===== src/t2cc_pkg.sv =====
package t2cc_pkg;

  // data-space offsets
  localparam logic [7:0] T2CC_ADDR_FLAGS       = 8'h37;
  localparam logic [7:0] T2CC_ADDR_ENABLES     = 8'h70;
  localparam logic [7:0] T2CC_ADDR_CTRL_B      = 8'hB1;
  localparam logic [7:0] T2CC_ADDR_COUNT       = 8'hB2;
  localparam logic [7:0] T2CC_ADDR_CMP_FIRST   = 8'hB3;
  localparam logic [7:0] T2CC_ADDR_CMP_SECOND  = 8'hB4;
  // i/o space is data space minus this, and only spans below the limit
  localparam logic [7:0] T2CC_IO_OFFSET        = 8'h20;
  localparam logic [7:0] T2CC_IO_LIMIT         = 8'h40;
  localparam logic [7:0] T2CC_NO_ADDR          = 8'h00;

  // timer_control_b fields
  localparam int T2CC_BIT_FORCE_FIRST  = 7;
  localparam int T2CC_BIT_FORCE_SECOND = 6;
  localparam int T2CC_BIT_WAVE_HIGH    = 3;
  localparam int T2CC_CS_MSB           = 2;
  localparam int T2CC_CS_LSB           = 0;

  // flag / enable bit positions
  localparam int T2CC_BIT_OVF        = 0;
  localparam int T2CC_BIT_MATCH_A    = 1;
  localparam int T2CC_BIT_MATCH_B    = 2;
  localparam int T2CC_IRQ_BITS       = 3;

  localparam logic [7:0] T2CC_RESET_BYTE = 8'h00;
  localparam logic [7:0] T2CC_COUNT_MAX  = 8'hFF;
  localparam logic [7:0] T2CC_COUNT_BOT  = 8'h00;
  localparam logic [7:0] T2CC_COUNT_STEP = 8'h01;

  // clock select codes and prescaler masks
  localparam int          T2CC_PRESC_W   = 10;
  localparam logic [2:0]  T2CC_CS_STOP   = 3'h0;
  localparam logic [2:0]  T2CC_CS_DIV1   = 3'h1;
  localparam logic [2:0]  T2CC_CS_DIV8   = 3'h2;
  localparam logic [2:0]  T2CC_CS_DIV32  = 3'h3;
  localparam logic [2:0]  T2CC_CS_DIV64  = 3'h4;
  localparam logic [2:0]  T2CC_CS_DIV128 = 3'h5;
  localparam logic [2:0]  T2CC_CS_DIV256 = 3'h6;
  localparam logic [9:0]  T2CC_MASK_8    = 10'h007;
  localparam logic [9:0]  T2CC_MASK_32   = 10'h01F;
  localparam logic [9:0]  T2CC_MASK_64   = 10'h03F;
  localparam logic [9:0]  T2CC_MASK_128  = 10'h07F;
  localparam logic [9:0]  T2CC_MASK_256  = 10'h0FF;
  localparam logic [9:0]  T2CC_MASK_1024 = 10'h3FF;
  localparam logic [9:0]  T2CC_PRESC_ONE = 10'h001;
  localparam logic [9:0]  T2CC_PRESC_RST = 10'h000;

  // output action codes
  localparam logic [1:0] T2CC_ACT_OFF    = 2'h0;
  localparam logic [1:0] T2CC_ACT_TOGGLE = 2'h1;
  localparam logic [1:0] T2CC_ACT_CLEAR  = 2'h2;
  localparam logic [1:0] T2CC_ACT_SET    = 2'h3;

  typedef enum logic [2:0] {
    T2CC_MODE_NORMAL,
    T2CC_MODE_PC_FULL,
    T2CC_MODE_CTC,
    T2CC_MODE_FAST_FULL,
    T2CC_MODE_PC_TOPA,
    T2CC_MODE_FAST_TOPA
  } t2cc_mode_t;

  localparam logic [2:0] T2CC_WGM_PC_FULL   = 3'h1;
  localparam logic [2:0] T2CC_WGM_CTC       = 3'h2;
  localparam logic [2:0] T2CC_WGM_FAST_FULL = 3'h3;
  localparam logic [2:0] T2CC_WGM_PC_TOPA   = 3'h5;
  localparam logic [2:0] T2CC_WGM_FAST_TOPA = 3'h7;

endpackage


===== src/t2cc_channel.sv =====
`timescale 1ns/10ps
module t2cc_channel
  import t2cc_pkg::*;
(
  input  wire logic              mclk,
  input  wire logic              rst_n,
  input  wire logic              tick,
  input  wire logic              block,
  input  wire logic [7:0]        count,
  input  wire logic [7:0]        compare,
  input  wire t2cc_pkg::t2cc_mode_t mode,
  input  wire logic              down,
  input  wire logic              bottom,
  input  wire logic [1:0]        action,
  input  wire logic              toggle_ok,
  input  wire logic              force_hit,
  output logic                   match,
  output logic                   wave_out
);
  import t2cc_pkg::*;

  typedef struct packed {
    logic wave;
  } t2cc_chan_t;

  t2cc_chan_t s_ff;
  t2cc_chan_t nxt_s;
  logic       pwm_fast;
  logic       pwm_pc;

  assign pwm_fast = (mode == T2CC_MODE_FAST_FULL) || (mode == T2CC_MODE_FAST_TOPA);
  assign pwm_pc   = (mode == T2CC_MODE_PC_FULL) || (mode == T2CC_MODE_PC_TOPA);
  // a counter write masks the very next tick's match on both channels
  assign match    = tick && !block && (count == compare);
  assign wave_out = s_ff.wave;

  always_comb begin
    nxt_s = s_ff;
    if (force_hit) begin
      // force acts on the pin only; the caller gates it to non-pwm modes
      unique case (action)
        T2CC_ACT_TOGGLE: nxt_s.wave = !s_ff.wave;
        T2CC_ACT_CLEAR:  nxt_s.wave = 1'b0;
        T2CC_ACT_SET:    nxt_s.wave = 1'b1;
        default:         nxt_s.wave = s_ff.wave;
      endcase
    end else if (match) begin
      if (pwm_fast) begin
        unique case (action)
          T2CC_ACT_TOGGLE: nxt_s.wave = toggle_ok ? !s_ff.wave : s_ff.wave;
          T2CC_ACT_CLEAR:  nxt_s.wave = 1'b0;
          T2CC_ACT_SET:    nxt_s.wave = 1'b1;
          default:         nxt_s.wave = s_ff.wave;
        endcase
      end else if (pwm_pc) begin
        unique case (action)
          T2CC_ACT_TOGGLE: nxt_s.wave = toggle_ok ? !s_ff.wave : s_ff.wave;
          T2CC_ACT_CLEAR:  nxt_s.wave = down;
          T2CC_ACT_SET:    nxt_s.wave = !down;
          default:         nxt_s.wave = s_ff.wave;
        endcase
      end else begin
        unique case (action)
          T2CC_ACT_TOGGLE: nxt_s.wave = !s_ff.wave;
          T2CC_ACT_CLEAR:  nxt_s.wave = 1'b0;
          T2CC_ACT_SET:    nxt_s.wave = 1'b1;
          default:         nxt_s.wave = s_ff.wave;
        endcase
      end
    end
    // applied last so a compare equal to top still lands at bottom
    if (bottom && pwm_fast) begin
      if (action == T2CC_ACT_CLEAR) begin
        nxt_s.wave = 1'b1;
      end else if (action == T2CC_ACT_SET) begin
        nxt_s.wave = 1'b0;
      end
    end
  end

  always_ff @(posedge mclk) begin
    if (!rst_n) begin
      s_ff <= '0;
    end else begin
      s_ff <= nxt_s;
    end
  end

endmodule


===== src/t2cc_timer.sv =====
`timescale 1ns/10ps
// What this block does
// - force first acts only in non-pwm modes
// - force first applies its output action now
// - force first sets no flag, no clear
// - force first bit always reads zero
// - force second acts only in non-pwm modes
// - force second applies its output action now
// - force second sets no flag, no clear
// - force second bit always reads zero
// - clock select: stop, /1, /8 ... /1024
// - counter is directly readable and writable
// - counter write blocks next tick's matches
// - compare first drives flag and wave output
// - compare second drives flag and wave output
// - second match irq needs enable, global, flag
// - first match irq needs enable, global, flag
// - overflow irq needs enable, global, flag
// - flags at data 0x37 and io 0x17
// - flags clear by vector or one-write
// - phase-correct overflow on reversal at zero
// - mode bits pick sequence, top, waveform
module t2cc_timer
  import t2cc_pkg::*;
(
  input  wire logic       mclk,
  input  wire logic       rst_n,
  input  wire logic [7:0] core_addr,
  input  wire logic       core_io_space,
  input  wire logic       core_wr,
  input  wire logic       core_rd,
  input  wire logic [7:0] core_wdata,
  output logic [7:0]      core_rdata,
  input  wire logic       global_irq_enable,
  input  wire logic       vec_ack_overflow,
  input  wire logic       vec_ack_match_first,
  input  wire logic       vec_ack_match_second,
  input  wire logic [1:0] wave_mode_low,
  input  wire logic [1:0] output_action_first,
  input  wire logic [1:0] output_action_second,
  output logic            irq_overflow,
  output logic            irq_match_first,
  output logic            irq_match_second,
  output logic            wave_out_first,
  output logic            wave_out_second
);
  import t2cc_pkg::*;

  typedef struct packed {
    logic [7:0]                    count;
    logic [7:0]                    cmp_first;
    logic [7:0]                    cmp_second;
    logic [T2CC_IRQ_BITS-1:0]      enables;
    logic [T2CC_IRQ_BITS-1:0]      flags;
    logic                          wave_high;
    logic [2:0]                    clk_sel;
    logic [T2CC_PRESC_W-1:0]       prescale;
    logic                          down;
    logic                          block;
    logic [7:0]                    rdata;
    logic [T2CC_IRQ_BITS-1:0]      irq;
  } t2cc_state_t;

  t2cc_state_t              s_ff;
  t2cc_state_t              nxt_s;
  t2cc_mode_t               mode;
  logic [7:0]               eff_addr;
  logic                     wr_flags;
  logic                     wr_enables;
  logic                     wr_ctrl;
  logic                     wr_count;
  logic                     wr_cmp_first;
  logic                     wr_cmp_second;
  logic                     non_pwm;
  logic                     tick;
  logic [T2CC_PRESC_W-1:0]  presc_mask;
  logic [7:0]               top;
  logic                     at_top;
  logic                     bottom;
  logic                     ovf_event;
  logic                     force_first;
  logic                     force_second;
  logic                     match_first;
  logic                     match_second;
  logic [T2CC_IRQ_BITS-1:0] hw_set;
  logic [T2CC_IRQ_BITS-1:0] hw_clr;

  // mode decode; reserved codes fall back to normal counting
  always_comb begin
    unique case ({s_ff.wave_high, wave_mode_low})
      T2CC_WGM_PC_FULL:   mode = T2CC_MODE_PC_FULL;
      T2CC_WGM_CTC:       mode = T2CC_MODE_CTC;
      T2CC_WGM_FAST_FULL: mode = T2CC_MODE_FAST_FULL;
      T2CC_WGM_PC_TOPA:   mode = T2CC_MODE_PC_TOPA;
      T2CC_WGM_FAST_TOPA: mode = T2CC_MODE_FAST_TOPA;
      default:            mode = T2CC_MODE_NORMAL;
    endcase
  end

  assign non_pwm = (mode == T2CC_MODE_NORMAL) || (mode == T2CC_MODE_CTC);

  always_comb begin
    unique case (mode)
      T2CC_MODE_CTC, T2CC_MODE_PC_TOPA, T2CC_MODE_FAST_TOPA: top = s_ff.cmp_first;
      default:                                             top = T2CC_COUNT_MAX;
    endcase
  end

  // both i/o and data-space decode onto one internal address
  always_comb begin
    if (!core_io_space) begin
      eff_addr = core_addr;
    end else if (core_addr < T2CC_IO_LIMIT) begin
      eff_addr = core_addr + T2CC_IO_OFFSET;
    end else begin
      eff_addr = T2CC_NO_ADDR;
    end
  end

  assign wr_flags      = core_wr && (eff_addr == T2CC_ADDR_FLAGS);
  assign wr_enables    = core_wr && (eff_addr == T2CC_ADDR_ENABLES);
  assign wr_ctrl       = core_wr && (eff_addr == T2CC_ADDR_CTRL_B);
  assign wr_count      = core_wr && (eff_addr == T2CC_ADDR_COUNT);
  assign wr_cmp_first  = core_wr && (eff_addr == T2CC_ADDR_CMP_FIRST);
  assign wr_cmp_second = core_wr && (eff_addr == T2CC_ADDR_CMP_SECOND);

  // force strobes use the mode in force at the moment of the write
  assign force_first  = wr_ctrl && core_wdata[T2CC_BIT_FORCE_FIRST] && non_pwm;
  assign force_second = wr_ctrl && core_wdata[T2CC_BIT_FORCE_SECOND] && non_pwm;

  // prescaler: one free counter, the select picks which carry ticks
  always_comb begin
    unique case (s_ff.clk_sel)
      T2CC_CS_DIV8:   presc_mask = T2CC_MASK_8;
      T2CC_CS_DIV32:  presc_mask = T2CC_MASK_32;
      T2CC_CS_DIV64:  presc_mask = T2CC_MASK_64;
      T2CC_CS_DIV128: presc_mask = T2CC_MASK_128;
      T2CC_CS_DIV256: presc_mask = T2CC_MASK_256;
      default:        presc_mask = T2CC_MASK_1024;
    endcase
  end

  always_comb begin
    if (s_ff.clk_sel == T2CC_CS_STOP) begin
      tick = 1'b0;
    end else if (s_ff.clk_sel == T2CC_CS_DIV1) begin
      tick = 1'b1;
    end else begin
      tick = (s_ff.prescale & presc_mask) == presc_mask;
    end
  end

  assign at_top = s_ff.count == top;
  assign bottom = tick && at_top;

  // overflow source depends on the counting sequence
  always_comb begin
    unique case (mode)
      T2CC_MODE_PC_FULL, T2CC_MODE_PC_TOPA: begin
        ovf_event = tick && s_ff.down && (s_ff.count == T2CC_COUNT_BOT);
      end
      T2CC_MODE_FAST_FULL, T2CC_MODE_FAST_TOPA: begin
        ovf_event = tick && at_top;
      end
      default: begin
        ovf_event = tick && (s_ff.count == T2CC_COUNT_MAX);
      end
    endcase
  end

  t2cc_channel u_chan_first (
    .mclk      (mclk),
    .rst_n     (rst_n),
    .tick      (tick),
    .block     (s_ff.block),
    .count     (s_ff.count),
    .compare   (s_ff.cmp_first),
    .mode      (mode),
    .down      (s_ff.down),
    .bottom    (bottom),
    .action    (output_action_first),
    .toggle_ok (s_ff.wave_high),
    .force_hit (force_first),
    .match     (match_first),
    .wave_out  (wave_out_first)
  );

  // toggle in pwm modes is not offered on the second channel
  t2cc_channel u_chan_second (
    .mclk      (mclk),
    .rst_n     (rst_n),
    .tick      (tick),
    .block     (s_ff.block),
    .count     (s_ff.count),
    .compare   (s_ff.cmp_second),
    .mode      (mode),
    .down      (s_ff.down),
    .bottom    (bottom),
    .action    (output_action_second),
    .toggle_ok (1'b0),
    .force_hit (force_second),
    .match     (match_second),
    .wave_out  (wave_out_second)
  );

  // forces never reach these sets, only real matches and overflows do
  always_comb begin
    hw_set                   = '0;
    hw_set[T2CC_BIT_OVF]     = ovf_event;
    hw_set[T2CC_BIT_MATCH_A] = match_first;
    hw_set[T2CC_BIT_MATCH_B] = match_second;
    hw_clr                   = '0;
    hw_clr[T2CC_BIT_OVF]     = vec_ack_overflow;
    hw_clr[T2CC_BIT_MATCH_A] = vec_ack_match_first;
    hw_clr[T2CC_BIT_MATCH_B] = vec_ack_match_second;
    if (wr_flags) begin
      hw_clr = hw_clr | core_wdata[T2CC_IRQ_BITS-1:0];
    end
  end

  always_comb begin
    nxt_s = s_ff;

    if (s_ff.clk_sel == T2CC_CS_STOP) begin
      nxt_s.prescale = T2CC_PRESC_RST;
    end else begin
      nxt_s.prescale = s_ff.prescale + T2CC_PRESC_ONE;
    end

    // counting sequence; force strobes have no path in here
    if (tick) begin
      nxt_s.block = 1'b0;
      unique case (mode)
        T2CC_MODE_PC_FULL, T2CC_MODE_PC_TOPA: begin
          if (!s_ff.down) begin
            if (at_top && (s_ff.count != T2CC_COUNT_BOT)) begin
              nxt_s.down  = 1'b1;
              nxt_s.count = s_ff.count - T2CC_COUNT_STEP;
            end else if (!at_top) begin
              nxt_s.count = s_ff.count + T2CC_COUNT_STEP;
            end
          end else if (s_ff.count == T2CC_COUNT_BOT) begin
            nxt_s.down  = 1'b0;
            nxt_s.count = s_ff.count + T2CC_COUNT_STEP;
          end else begin
            nxt_s.count = s_ff.count - T2CC_COUNT_STEP;
          end
        end
        default: begin
          nxt_s.down = 1'b0;
          if (at_top) begin
            nxt_s.count = T2CC_COUNT_BOT;
          end else begin
            nxt_s.count = s_ff.count + T2CC_COUNT_STEP;
          end
        end
      endcase
    end

    // a software write takes the counter over the running count
    if (wr_count) begin
      nxt_s.count = core_wdata;
      nxt_s.block = 1'b1;
    end
    if (wr_cmp_first) begin
      nxt_s.cmp_first = core_wdata;
    end
    if (wr_cmp_second) begin
      nxt_s.cmp_second = core_wdata;
    end
    if (wr_enables) begin
      nxt_s.enables = core_wdata[T2CC_IRQ_BITS-1:0];
    end
    if (wr_ctrl) begin
      nxt_s.wave_high = core_wdata[T2CC_BIT_WAVE_HIGH];
      nxt_s.clk_sel   = core_wdata[T2CC_CS_MSB:T2CC_CS_LSB];
    end

    // an event in the clearing cycle survives
    nxt_s.flags = (s_ff.flags & ~hw_clr) | hw_set;

    // requests update in the same cycle as the flags, through a flop
    nxt_s.irq = nxt_s.flags & nxt_s.enables & {T2CC_IRQ_BITS{global_irq_enable}};

    if (core_rd) begin
      nxt_s.rdata = T2CC_RESET_BYTE;
      unique case (eff_addr)
        T2CC_ADDR_FLAGS:      nxt_s.rdata[T2CC_IRQ_BITS-1:0] = s_ff.flags;
        T2CC_ADDR_ENABLES:    nxt_s.rdata[T2CC_IRQ_BITS-1:0] = s_ff.enables;
        T2CC_ADDR_CTRL_B: begin
          // force bits hold no state and read as zero
          nxt_s.rdata[T2CC_BIT_WAVE_HIGH]         = s_ff.wave_high;
          nxt_s.rdata[T2CC_CS_MSB:T2CC_CS_LSB]    = s_ff.clk_sel;
        end
        T2CC_ADDR_COUNT:      nxt_s.rdata = s_ff.count;
        T2CC_ADDR_CMP_FIRST:  nxt_s.rdata = s_ff.cmp_first;
        T2CC_ADDR_CMP_SECOND: nxt_s.rdata = s_ff.cmp_second;
        default:              nxt_s.rdata = T2CC_RESET_BYTE;
      endcase
    end
  end

  always_ff @(posedge mclk) begin
    if (!rst_n) begin
      s_ff <= '0;
    end else begin
      s_ff <= nxt_s;
    end
  end

  assign core_rdata       = s_ff.rdata;
  assign irq_overflow     = s_ff.irq[T2CC_BIT_OVF];
  assign irq_match_first  = s_ff.irq[T2CC_BIT_MATCH_A];
  assign irq_match_second = s_ff.irq[T2CC_BIT_MATCH_B];

endmodule


===== config.mk =====
export PLATFORM = sky130hd
export DESIGN_NAME = t2cc_timer
export DESIGN_NICKNAME = d
export VERILOG_FILES = /design/src/t2cc_pkg.sv /design/src/t2cc_channel.sv /design/src/t2cc_timer.sv
export SDC_FILE = /design/constraint.sdc
export NUM_CORES = 1
export LEC_CHECK = 0
export ABC_AREA = 0
export BUFFER_PORTS_ARGS = -buffer_cell sky130_fd_sc_hd__buf_4
export CAP_MARGIN = 10
export CORE_ASPECT_RATIO = 2
export CORE_UTILIZATION = 30
export DETAILED_ROUTE_END_ITERATION = 6
export PLACE_DENSITY = 0.49
export SYNTH_ARGS = -nofsm -noshare
export SYNTH_HDL_FRONTEND = slang
export SYNTH_SLANG_ARGS = --single-unit

===== constraint.sdc =====
create_clock -name mclk -period 5.9 [get_ports mclk]
set_input_delay 0.295 -clock mclk [delete_from_list [all_inputs] [get_ports mclk]]
set_output_delay 0.295 -clock mclk [all_outputs]
set_load 0.03 [all_outputs]

==> flow_summary_export.csv <==
group,metric,value,unit
outcome,status,"finished, final reports clean",
synth,syn-instance-count,480,
synth,yosys.cell_types.count,81,
floorplanning,die_height,164,µm
placed_design,place_congestion,0.860,
sta,worst_hold_slack,0.203,ns
clock_network,post_cts_buffers,0,
critical_path,worstPathMaxFanout,4,
floorplanning,fp.dieArea,0.0136,mm²
synth,synth_largest_type_area_fraction,30.1,%
synth,syn-cell-area,0.00392,mm²
global_routing,gr-total-overflow,0,
global_routing,grt_pass1_vias,3747,
synth,postSynth.asyncResetShare,0,%
floorplanning,pin_count,44,
global_routing,met2_usage,38.4,%
synth,netlist_top_cells_area,"sky130_fd_sc_hd__dfxtp_1 (30%), sky130_fd_sc_hd__mux2i_1 (5.9%), sky130_fd_sc_hd__nor2_1 (5.5%)",
synth,synth-edff-count,0,
synth,ys.warnings.count,0,
floorplanning,fp.coreArea,0.0126,mm²
sta,final.period_utilization,49.5,%
synth,synth.net_count,516,
final_layout,num-nets-final,539,
final_layout,most_frequent_cells_in_the_layout,"sky130_fd_sc_hd__dfxtp_1 (59), sky130_fd_sc_hd__nor2_1 (57), sky130_fd_sc_hd__buf_4 (45), sky130_fd_sc_hd__nand2_1 (33), sky130_fd_sc_hd__a21oi_1 (25)",
critical_path,critPathKind,"reg2reg",
critical_path,cp_slowest_cell,"sky130_fd_sc_hd__a2111oi_0",
route,avgRoutedWirePerCell,19.4,µm
global_routing,pin_count_of_the_biggest_net_entering_global_routing,38,
route,drt-pass1-iter-count,4,
clock_network,clock_tree_from_tritoncts,"yes",
global_routing,busiest_layer,"met2",
placed_design,placement.io_buffers,43,
critical_path,critical_path_buf_inv_count,0,
clock_network,cts_buffer_depth,2,
global_routing,track_usage,19.6,%
worst_hold_path,hold_path.class,"in2reg",
final_layout,syn_to_final_growth,15.4,%
power,vdd_drop_max,0.125,mV
job,timing.max_cap.violations,0,
clock_network,postCtsResizedCells,0,
sta,setup-tns-final,0,ns
clock_network,worstSkewPairLatency,0.33,ns
power,p_leak,0.00170,µW
sta,setup_viol_count_final,0,
clock_network,clk_pin_slew_worst_paths,0.05,ns
synth,synth_area_leader,"sky130_fd_sc_hd__dfxtp_1",
power,power_density,212,mW/mm²
final_layout,layout.filler_cells,1385,
sta,worst_pin_slew,1.02,ns
final_layout,mostFrequentLayoutCell,"sky130_fd_sc_hd__dfxtp_1",
global_routing,globalRouteMet1Util,18.0,%
final_layout,layout-drive-gt1-share,16.1,%
global_routing,first_pass_grt_wire_length,20500,µm
sta,final_clock_skew,0.00645,ns
route,dr_total_vias,3675,
sta,timing.slew.headroom,30.5,%
final_layout,finish.utilization,35.8,%
floorplanning,start_util,31.0,%
clock_network,root_buffer,"sky130_fd_sc_hd__clkbuf_16",
critical_path,crit_family,"compound AO/OA/AOI/OAI gates",
critical_path,critical-path-max-stage-delay,0.94,ns
sta,fmax,342,MHz
sta,timing.final.max_slew_violations,0,
route,routed_wl,12800,µm
clock_network,num_clock_sinks,59,
placed_design,hpwl,9960,µm
final_layout,n_antenna_cell,0,
synth,yosysSeqAreaShare,30.1,%
global_routing,grtUsageMet3,3.44,%
clock_network,cts_buffers,9,
floorplanning,fp.dieW,82.8,µm
final_layout,register_area,0.00118,mm²
route,antenna_violating_nets_post_route,0,
sta,final_period_minus_worst_setup_slack,2.92,ns
clock_network,cts_hold_buffers,0,
synth,postSynthRegisterBits,59,
critical_path,crit_path_cell_trace,"ha_1, nand2_1, and2b_1, nand4_1, a2111oi_0, mux2_2, a221oi_1, nor4_1",
sta,report.final.hold_viol_count,0,
clock_network,cts.htree.levels,3,
global_routing,grt_antenna_before_repair,0,
synth,synth_area_per_cell,8.17,µm²
route,initialDrtViolationCount,193,
floorplanning,placement_rows,58,
route,drc_violations_left,0,
critical_path,cp_data_arrival_time,3.12,ns
final_layout,multiInputGateArea,0.00248,mm²
critical_path,worstSetupEndpointType,"flip-flop",
critical_path,setup.worst_path.start_class,"flip-flop",
route,viasPerCell,5.59,
critical_path,worst-endpoint-required,6.10,ns
synth,post_synth_top_flop,"sky130_fd_sc_hd__dfxtp_1",
sta,unrepaired_setup_endpoints_after_global_routing,"false",
routing by layer:
metal / share of wire (%) / routed length, µm / vias up
met3: 3.0 / 378 / 36
met5: 0 / 0 / -
li1: - / - / 1796
met2: 56 / 7130 / 78
met1: 36 / 4580 / 1765
met4: 5.4 / 690 / 0
where the power goes:
group	switching (µW)	internal (µW)	total (µW)
clock network	187	282	469
registers	2.28	402	404
logic	52.8	33.1	85.9
sequential cells by signal (all words and copies together) (netlist names):
signal                  count
irq_overflow                1
irq_match_second            1
u_chan_second.wave_out      1
u_chan_first.wave_out       1
s_ff                       46
irq_match_first             1
core_rdata                  8
worst reg2reg max path, cell delays in order (launching register included):
cell and delay (ns):
sky130_fd_sc_hd__dfxtp_1 0.35, sky130_fd_sc_hd__ha_1 0.24, sky130_fd_sc_hd__nand2_1 0.08, sky130_fd_sc_hd__and2b_1 0.23, sky130_fd_sc_hd__nand4_1 0.22, sky130_fd_sc_hd__a2111oi_0 0.94, sky130_fd_sc_hd__mux2_2 0.42, sky130_fd_sc_hd__a221oi_1 0.24
sky130_fd_sc_hd__nor4_1 0.09
layout make-up:
type	instances	area share, %
well taps	150	4.15
multi-input cells	368	54.7
repair buffers	46	7.58
flip-flops and latches	59	26.1
clock buffers	11	5.14
clock inverters	5	0.664
inverters	19	1.63
final timing paths:
path	slack, ns	from	cells past startpoint	endpoint
max	2.98	s_ff[13]	8	u_chan_second.wave_out
min	0.20	global_irq_enable	2	irq_match_second
max reg2reg	2.98	s_ff[13]	8	u_chan_second.wave_out
min reg2reg	0.45	s_ff[13]	1	s_ff[13]
synth_stat cells, types with 11 or more instances:
| library cell | count |
|---|---|
| sky130_fd_sc_hd__buf_4 | 11 |
| sky130_fd_sc_hd__o21ai_0 | 18 |
| sky130_fd_sc_hd__nor2b_1 | 11 |
| sky130_fd_sc_hd__a211oi_1 | 13 |
| sky130_fd_sc_hd__nand2_1 | 33 |
| sky130_fd_sc_hd__xnor2_1 | 20 |
| sky130_fd_sc_hd__nand3_1 | 24 |
| sky130_fd_sc_hd__mux2i_1 | 23 |
| sky130_fd_sc_hd__inv_1 | 17 |
| sky130_fd_sc_hd__a21oi_1 | 25 |
| sky130_fd_sc_hd__clkbuf_1 | 14 |
| sky130_fd_sc_hd__dfxtp_1 | 59 |
| sky130_fd_sc_hd__nor2_1 | 57 |
cells by family after synthesis:
group / Yosys count / share of synthesized area, %
AND/OR/NAND/NOR: 195 / 26.7
flip-flops: 59 / 30.1
adder cells (fa/ha/maj): 5 / 1.60
XOR/XNOR: 25 / 5.59
buffers and inverters: 53 / 6.70
multiplexers: 25 / 6.45
AO/OA/AOI/OAI: 118 / 22.8
stage by stage:
step	setup WS, ns	area (µm²)	power [µW]	cells
after detailed placement	3.00	4260	498	641
after global routing	2.71	4520	996	658
final	2.98	4520	959	658
after CTS	3.02	4520	968	657
after global placement	3.07	4260	497	641
after floorplan	3.50	3920	461	480
(Power assumes the default switching activity.)
